`src/rbc_pkg.sv`:
```
// Constants, types and layouts for the reset configuration decoder.
// Assumes a single 50 MHz clock domain; config switch ON reads as a low level.
package rbc_pkg;

  // Clock and serial timing
  localparam int CLK_PERIOD_NS = 20;
  localparam int SPI_HALF_NS   = 80;
  localparam int SPI_HALF_CYC  = (SPI_HALF_NS + CLK_PERIOD_NS - 1) / CLK_PERIOD_NS;

  // Boot source codes on the boot select pins
  localparam logic [1:0] BOOT_DEFAULT  = 2'h0;
  localparam logic [1:0] BOOT_RESERVED = 2'h1;
  localparam logic [1:0] BOOT_PARALLEL = 2'h2;
  localparam logic [1:0] BOOT_SERIAL   = 2'h3;

  // Config switch electrical level for ON
  localparam logic SW_ON = 1'b0;

  // Field positions in the raw byte (config bit n sits at index n-1)
  localparam int MODE_MSB  = 7;
  localparam int MODE_LSB  = 5;
  localparam int LIMP_POS  = 4;
  localparam int HOST_POS  = 3;
  localparam int SLEW_POS  = 2;
  localparam int MULT3_MSB = 2;
  localparam int MULT2_MSB = 1;

  // Built-in defaults: PCI muxed 8-bit, PLL, host, 66 MHz slew, x6
  localparam logic [7:0] DEFAULT_RAW = 8'h12;

  // Serial read: command, start address, bit counts
  localparam logic [7:0]  SPI_READ_CMD = 8'h03;
  localparam logic [23:0] SPI_ADDR     = 24'h000000;
  localparam int          SPI_HDR_BITS = 32;
  localparam int          SPI_DAT_BITS = 8;

  typedef enum logic [1:0] {
    RBC_PS_8  = 2'b00,
    RBC_PS_16 = 2'b01,
    RBC_PS_32 = 2'b10
  } rbc_port_size_t;

  typedef enum logic [2:0] {
    RBC_IDLE = 3'b000,
    RBC_HOLD = 3'b001,
    RBC_SHDR = 3'b010,
    RBC_SDAT = 3'b011,
    RBC_DONE = 3'b100
  } rbc_state_t;

  typedef struct packed {
    logic           pci_en;
    logic           muxed;
    rbc_port_size_t port_size;
    logic           limp;
    logic           pci_host;
    logic           osc_bypass;
    logic           slew_66;
    logic [4:0]     pll_mult;
  } rbc_cfg_t;

  // Serial boot pins toward the external memory
  typedef struct packed {
    logic clk;
    logic cs_n;
    logic dout;
  } rbc_spi_out_t;

endpackage : rbc_pkg

```
`src/reset_boot_config_decoder.sv`:
```
// Reset configuration capture and decode for the processor.
// Assumes reset_output_n comes from logic on the same clock and that the
// boot select pins, the low address/data lines and serial data in are pins.
`timescale 1ns/1ps
module reset_boot_config_decoder
  import rbc_pkg::*;
#(
  parameter int HALF_CYC = SPI_HALF_CYC
) (
  // Clock and reset
  input  wire logic           clock,
  input  wire logic           rst,
  // Device reset output, low while asserted
  input  wire logic           reset_output_n,
  // Strap pins
  input  wire logic [1:0]     boot_select_pins,
  input  wire logic [7:0]     local_bus_addr_data,
  // Serial boot memory
  input  wire logic           serial_boot_data_in,
  output rbc_pkg::rbc_spi_out_t spi_o,
  // Decoded configuration
  output rbc_pkg::rbc_cfg_t   cfg,
  output logic [1:0]          cfg_source,
  output logic                cfg_valid,
  output logic                serial_busy
);
  import rbc_pkg::*;

  localparam int TOTAL_BITS = SPI_HDR_BITS + SPI_DAT_BITS;
  localparam logic [31:0] HDR_WORD = {SPI_READ_CMD, SPI_ADDR};

  // Pin synchronisers, three stages
  logic [1:0]  boot_s1_q, boot_s2_q, boot_s3_q, boot_q;
  logic [7:0]  ad_s1_q, ad_s2_q, ad_s3_q, ad_q;
  logic        di_s1_q, di_s2_q, di_s3_q, di_q;

  always_ff @(posedge clock) begin
    if (rst) begin
      boot_s1_q <= 2'h0;
      boot_s2_q <= 2'h0;
      boot_s3_q <= 2'h0;
      boot_q    <= 2'h0;
    end else begin
      boot_s1_q <= boot_select_pins;
      boot_s2_q <= boot_s1_q;
      boot_s3_q <= boot_s2_q;
      if (boot_s2_q == boot_s3_q) begin
        boot_q <= boot_s3_q;
      end
    end
  end

  always_ff @(posedge clock) begin
    if (rst) begin
      ad_s1_q <= 8'h00;
      ad_s2_q <= 8'h00;
      ad_s3_q <= 8'h00;
      ad_q    <= 8'h00;
    end else begin
      ad_s1_q <= local_bus_addr_data;
      ad_s2_q <= ad_s1_q;
      ad_s3_q <= ad_s2_q;
      if (ad_s2_q == ad_s3_q) begin
        ad_q <= ad_s3_q;
      end
    end
  end

  always_ff @(posedge clock) begin
    if (rst) begin
      di_s1_q <= 1'b0;
      di_s2_q <= 1'b0;
      di_s3_q <= 1'b0;
      di_q    <= 1'b0;
    end else begin
      di_s1_q <= serial_boot_data_in;
      di_s2_q <= di_s1_q;
      di_s3_q <= di_s2_q;
      if (di_s2_q == di_s3_q) begin
        di_q <= di_s3_q;
      end
    end
  end

  // Release edge of reset output
  logic rso_q;
  logic rso_rise;

  always_ff @(posedge clock) begin
    if (rst) begin
      rso_q <= 1'b0;
    end else begin
      rso_q <= reset_output_n;
    end
  end

  assign rso_rise = reset_output_n && !rso_q;

  // Sequencer
  rbc_state_t  state_q;
  logic [5:0]  bit_q;
  logic [7:0]  div_q;
  logic [7:0]  raw_q;
  logic [1:0]  src_q;
  logic        div_end;
  logic        div_start;

  assign div_end   = (div_q == 8'(2 * HALF_CYC - 1));
  assign div_start = (div_q == 8'h00);

  always_ff @(posedge clock) begin
    if (rst) begin
      state_q <= RBC_IDLE;
      src_q   <= BOOT_DEFAULT;
    end else begin
      case (state_q)
        RBC_IDLE, RBC_DONE: begin
          if (!reset_output_n) begin
            state_q <= RBC_HOLD;
          end
        end
        RBC_HOLD: begin
          if (rso_rise) begin
            src_q <= boot_q;
            if (boot_q == BOOT_SERIAL) begin
              state_q <= RBC_SHDR;
            end else begin
              state_q <= RBC_DONE;
            end
          end
        end
        RBC_SHDR: begin
          if (div_end && bit_q == 6'(SPI_HDR_BITS - 1)) begin
            state_q <= RBC_SDAT;
          end
        end
        RBC_SDAT: begin
          if (div_end && bit_q == 6'(TOTAL_BITS - 1)) begin
            state_q <= RBC_DONE;
          end
        end
        default: begin
          state_q <= RBC_IDLE;
        end
      endcase
    end
  end

  // Serial clock divider and bit counter
  always_ff @(posedge clock) begin
    if (rst) begin
      div_q <= 8'h00;
      bit_q <= 6'h00;
    end else if (state_q == RBC_SHDR || state_q == RBC_SDAT) begin
      div_q <= div_end ? 8'h00 : div_q + 8'h01;
      if (div_end) begin
        bit_q <= bit_q + 6'h01;
      end
    end else begin
      div_q <= 8'h00;
      bit_q <= 6'h00;
    end
  end

  // Serial pins; data changes while the clock is low, memory sampled at end of high
  logic spi_clk_q, spi_cs_n_q, spi_do_q;

  always_ff @(posedge clock) begin
    if (rst) begin
      spi_clk_q  <= 1'b0;
      spi_cs_n_q <= 1'b1;
      spi_do_q   <= 1'b0;
    end else if (state_q == RBC_SHDR || state_q == RBC_SDAT) begin
      spi_cs_n_q <= 1'b0;
      spi_clk_q  <= (div_q >= 8'(HALF_CYC - 1)) && !div_end;
      if (div_start) begin
        if (state_q == RBC_SHDR) begin
          spi_do_q <= HDR_WORD[5'(SPI_HDR_BITS - 1) - bit_q[4:0]];
        end else begin
          spi_do_q <= 1'b0;
        end
      end
    end else begin
      spi_clk_q  <= 1'b0;
      spi_cs_n_q <= 1'b1;
      spi_do_q   <= 1'b0;
    end
  end

  // Raw configuration byte
  always_ff @(posedge clock) begin
    if (rst) begin
      raw_q <= DEFAULT_RAW;
    end else if (state_q == RBC_HOLD && rso_rise) begin
      if (boot_q == BOOT_PARALLEL) begin
        raw_q <= ad_q;
      end else if (boot_q != BOOT_SERIAL) begin
        raw_q <= DEFAULT_RAW;
      end
    end else if (state_q == RBC_SDAT && div_end) begin
      // Bit 8 first; outputs track every arriving bit
      raw_q <= {raw_q[6:0], di_q};
    end
    // Otherwise held across the whole following run
  end

  // Decode
  function automatic rbc_cfg_t decode(input logic [7:0] raw);
    logic [2:0] m;
    logic [2:0] k3;
    logic [1:0] k2;
    rbc_cfg_t   c;
    m  = {raw[MODE_MSB] ^ SW_ON, raw[MODE_MSB-1] ^ SW_ON, raw[MODE_LSB] ^ SW_ON};
    k3 = {raw[MULT3_MSB] ^ SW_ON, raw[MULT3_MSB-1] ^ SW_ON, raw[MULT3_MSB-2] ^ SW_ON};
    k2 = {raw[MULT2_MSB] ^ SW_ON, raw[MULT2_MSB-1] ^ SW_ON};
    c  = '0;
    case (m)
      3'h0: begin c.pci_en = 1'b1; c.muxed = 1'b1; c.port_size = RBC_PS_8;  end
      3'h1: begin c.pci_en = 1'b0; c.muxed = 1'b1; c.port_size = RBC_PS_16; end
      3'h2: begin c.pci_en = 1'b0; c.muxed = 1'b1; c.port_size = RBC_PS_8;  end
      3'h3: begin c.pci_en = 1'b0; c.muxed = 1'b1; c.port_size = RBC_PS_32; end
      3'h4: begin c.pci_en = 1'b1; c.muxed = 1'b1; c.port_size = RBC_PS_16; end
      3'h5: begin c.pci_en = 1'b0; c.muxed = 1'b0; c.port_size = RBC_PS_16; end
      3'h6: begin c.pci_en = 1'b0; c.muxed = 1'b0; c.port_size = RBC_PS_8;  end
      default: begin c.pci_en = 1'b0; c.muxed = 1'b0; c.port_size = RBC_PS_32; end
    endcase
    c.limp = (raw[LIMP_POS] == SW_ON);
    if (c.pci_en) begin
      c.pci_host = (raw[HOST_POS] == SW_ON);
      c.slew_66  = (raw[SLEW_POS] == SW_ON);
      case (k2)
        2'h0:    c.pll_mult = 5'h08;
        2'h1:    c.pll_mult = 5'h10;
        2'h2:    c.pll_mult = 5'h06;
        default: c.pll_mult = 5'h0C;
      endcase
    end else begin
      c.osc_bypass = (raw[HOST_POS] == SW_ON);
      case (k3)
        3'h0:    c.pll_mult = 5'h08;
        3'h1:    c.pll_mult = 5'h10;
        3'h2:    c.pll_mult = 5'h06;
        3'h3:    c.pll_mult = 5'h0C;
        3'h4:    c.pll_mult = 5'h12;
        3'h5:    c.pll_mult = 5'h18;
        3'h6:    c.pll_mult = 5'h0A;
        default: c.pll_mult = 5'h14;
      endcase
    end
    return c;
  endfunction : decode

  // Registered outputs; serial_busy is decoded from state_q
  rbc_cfg_t cfg_q;
  logic     valid_q;

  always_ff @(posedge clock) begin
    if (rst) begin
      cfg_q   <= decode(DEFAULT_RAW);
      valid_q <= 1'b0;
    end else begin
      cfg_q   <= decode(raw_q);
      valid_q <= (state_q == RBC_DONE);
    end
  end

  assign cfg         = cfg_q;
  assign cfg_source  = src_q;
  assign cfg_valid   = valid_q;
  assign serial_busy = (state_q == RBC_SHDR) || (state_q == RBC_SDAT);
  assign spi_o.clk   = spi_clk_q;
  assign spi_o.cs_n  = spi_cs_n_q;
  assign spi_o.dout  = spi_do_q;

endmodule : reset_boot_config_decoder

```
`config.mk`:
```
export PLATFORM = sky130hd
export DESIGN_NAME = reset_boot_config_decoder
export DESIGN_NICKNAME = d
export VERILOG_FILES = /design/src/rbc_pkg.sv /design/src/reset_boot_config_decoder.sv
export SDC_FILE = /design/constraint.sdc
export NUM_CORES = 1
export LEC_CHECK = 0
export BUFFER_PORTS_ARGS = -buffer_cell sky130_fd_sc_hd__clkbuf_2
export CELL_PAD_IN_SITES_DETAIL_PLACEMENT = 0
export CELL_PAD_IN_SITES_GLOBAL_PLACEMENT = 1
export CORE_UTILIZATION = 29
export DETAILED_ROUTE_END_ITERATION = 12
export HOLD_SLACK_MARGIN = 0.12
export PLACE_DENSITY_LB_ADDON = 0.1
export SYNTH_ARGS = -nofsm -noshare
export SYNTH_HDL_FRONTEND = slang
export SYNTH_SLANG_ARGS = --single-unit
```
`constraint.sdc`:
```
create_clock -name clock -period 2.4 [get_ports clock]
set_clock_uncertainty 0.15 [all_clocks]
set_input_delay 0.12 -clock clock [delete_from_list [all_inputs] [get_ports clock]]
set_output_delay 0.12 -clock clock [all_outputs]
set_load 0.02 [all_outputs]
```
==> run_results.csv <==
group,metric,value,unit
run_status,outcome,"complete, but fails checks",
run_status,failed_checks,"DRC",
clocking,tritoncts,"built",
placement,port_buffers,32,
timing,rsz0062_at_grt,"no",
power_and_ir_drop,leakage,1.574,nW
worst_setup_path,path_class,"register to register",
global_route,track_usage,12.86,%
layout,nNetsFinal,431,
yosys,synthArstFlopShare,0,%
layout,drive_gt1_share,14.91,%
drt,via_count,2600,
worst_setup_path,max_stage_delay,660,ps
timing,slew_violations,0,
clocking,cts.sinks,88,
layout,stdcell_area,4190,um^2
worst_setup_path,cp-end-kind,"register",
clocking,ctsHtreeMaxLevel,3,
worst_setup_path,cp.buffers_inverters,0,
drt,antenna_left,0,
layout,post-route-util,36.08,%
die,die-area,12560,um^2
worst_hold_path,worstHoldEndpoint,"ad_s2_q[7]",
drt,wl_per_cell,13.16,um
worst_hold_path,min_path_type,"register to register",
yosys,ys_seq_area_share,50.16,%
drt,viasPerCell,4.710,
timing,fmax,0.4793,GHz
yosys,synthCells,370,
power_and_ir_drop,power_density,875.1,nW/um^2
die,start_util,30.24,%
die,io_pins,34,
die,coreArea,11610,um^2
worst_setup_path,crit_family,"simple AND/OR/NAND/NOR gates",
timing,fin_crit_sh,86.94,%
worst_setup_path,crit_arrival,2130,ps
yosys,syn_area_per_cell,9.492,um^2
timing,setup_violations,0,
clocking,cts.reportedPaths.clkPinSlew,60,ps
clocking,root_buffer,"clkbuf_16",
job,maxCapViolCount,0,
timing,relSlewSlack,57.89,%
yosys,ys_ff_latch,88,
yosys,syn-cell-area,3512,um^2
yosys,ys_types,51,
worst_hold_path,worstHoldStart,"ad_s1_q[7]",
drt,drt_iter0_drc,65,
clocking,clockBufferDepth,2,
worst_setup_path,reg2reg_to,"raw_q[5]",
worst_setup_path,startpoint_type,"register",
yosys,mappedNetlistNets,394,
global_route,antenna_found_initial,0,
layout,syn_to_final_growth,19.31,%
clocking,cts-buffers-inserted,9,
die,die_y,112.1,um
drt,wl,7265,um
global_route,globalRouteOverflowTotal,0,
drt,route.detailed.drc,4,
clocking,worstSkewPairLatency,340,ps
global_route,grt_max_degree,59,
power_and_ir_drop,vdd_drop_max,0.4026,mV
worst_setup_path,slowest_stage,"or4_4",
yosys,ys.flop_type,"dfxtp_1",
worst_setup_path,worst-path-max-fanout,12,
yosys,yosys_warnings,0,
worst_setup_path,path_cells,"or4_4, or3_1, nand2_1, a311oi_1",
placement,placed_cell_area,3776,um^2
worst_hold_path,holdPathStages,1,
layout,diodes,0,
timing,hold_viol,0,
yosys,synth-edff-count,0,
worst_setup_path,reg2reg_depth,4,
worst_setup_path,r2r_start,"div_q[3]",
placement,place.detailed.hpwl,4920,um
placement,gp_congestion,0.7590,
die,rows,39,
placement,placedCellCount,526,
layout,instances_no_fill,552,
timing,fin_tns_setup,0,ps
global_route,grt_first_pass_wirelength,12560,um
drt,dr.pass1.iters,8,
timing,worstMarginPinSlew,631.6,ps
timing,period_needed,2087,ps
power_and_ir_drop,power,3.667,mW
global_route,grt_pass1_vias,2592,
worst_setup_path,required,2450,ps
worst_setup_path,reg2reg_slack,310,ps
die,die_w,112.1,um
report_power, final:
group / internal [mW] / switching (mW) / total (mW) / leakage, nW
logic: 0.254 / 0.378 / 0.632 / 0.724
registers: 1.57 / 0.0938 / 1.67 / 0.717
clock network: 0.816 / 0.550 / 1.37 / 0.133
sequential cells by signal, indices dropped and copies added (netlist names):
name and cells:
ad_q 8, ad_s1_q 8, ad_s2_q 8, ad_s3_q 8, bit_q 6, boot_q 2, boot_s1_q 2, boot_s2_q 2
boot_s3_q 2, cfg 12, cfg_source 2, cfg_valid 1, di_q 1, di_s1_q 1, di_s2_q 1, di_s3_q 1
div_q 8, raw_q 8, rso_q 1, spi_clk_q 1, spi_cs_n_q 1, spi_do_q 1, state_q 3
what timing repair did:
item,4_1_cts,5_1_grt
hold buffers,13,0
setup endpoints to repair,0,0
resized for setup,0,0
buffers inserted,0,0
hold endpoints to repair,20,0
cell usage after synthesis (5+ instances only):
cell      instances  area (um^2)
nor2b_1          36        225.2
nand2_1          12        45.04
dfxtp_1          88         1762
xnor2_1          17        148.9
nand4_1           6        37.54
a211oi_1          5        37.54
nand3_1          17        85.08
inv_1            11        41.29
clkbuf_1         15        56.30
a21oi_1          16        80.08
nor3_1           12        60.06
nor2_1           36        135.1
ha_1             10        125.1
o21ai_0          22        110.1
final cells by class:
type	instances	area (um^2)
Fill cell	1219	7423
Tap cell	143	178.9
Clock inverter	3	45.04
Clock buffer	10	239.0
Inverter	11	41.29
Sequential cell	88	1762
Multi-Input combinational cell	246	1589
Timing Repair Buffer	51	335.3
cells by family (layout without fill, tap and decap cells):
logic type / count (synthesis) / after routing / share of synthesized area, %
DFF: 88 / 88 / 50.16
muxes: 3 / 3 / 0.8550
other: 1 / 1 / 0.1068
adders and majority gates: 10 / 10 / 3.563
AOI/OAI and AO/OA: 63 / 63 / 11.29
buffers and inverters: 36 / 75 / 4.596
xor gates and xnor gates: 21 / 21 / 5.237
and+or+nand+nor: 148 / 148 / 24.19
layer usage:
metal | vias to the layer above | part of all wire, % | GRT usage (%) | wire, um
met1 | 1191 | 48 | 15.80 | 3483
met2 | 48 | 46 | 20.50 | 3351
met4 | 0 | 1.9 | 5.867 | 139
met5 | - | 0 | 0 | 0
met3 | 14 | 4.0 | 4.212 | 290
li1 | 1347 | - | - | -
how the worst max path moves through the flow:
stage / from / to / slack (ps) / depth (start not counted)
2_1_floorplan: div_q[3] / state_q[1] / 480 / 5
3_3_place_gp: div_q[3] / raw_q[6] / 350 / 4
4_1_cts: div_q[3] / raw_q[5] / 310 / 4
5_1_grt: div_q[0] / raw_q[5] / 190 / 5
3_5_place_dp: div_q[3] / raw_q[5] / 320 / 4
6_report: div_q[3] / raw_q[5] / 310 / 4
metrics by stage:
step	hold slack (ps)	setup WS, ps
2_1_floorplan	98.18	477.9
3_3_place_gp	178.1	345.5
3_5_place_dp	183.5	321.7
4_1_cts	287.1	313.7
5_1_grt	294.7	194.3
6_report	283.1	313.5
cells in the final DEF (no fill, tap or decap), types with 5 or more instances in the layout:
cell type,instances
a211oi_1,5
a21oi_1,16
buf_4,6
clkbuf_16,9
clkbuf_2,32
dfxtp_1,88
dlygate4sd3_1,13
ha_1,10
inv_1,11
nand2_1,12
nand3_1,17
nand4_1,6
nor2_1,36
nor2b_1,36
nor3_1,12
o21ai_0,22
xnor2_1,17
worst register-to-register path, stage by stage (launching register included):
cell and delay (ps):
dfxtp_1 350, or4_4 660, or3_1 430, nand2_1 220, a311oi_1 130
Power figures use the tool's default switching activity.
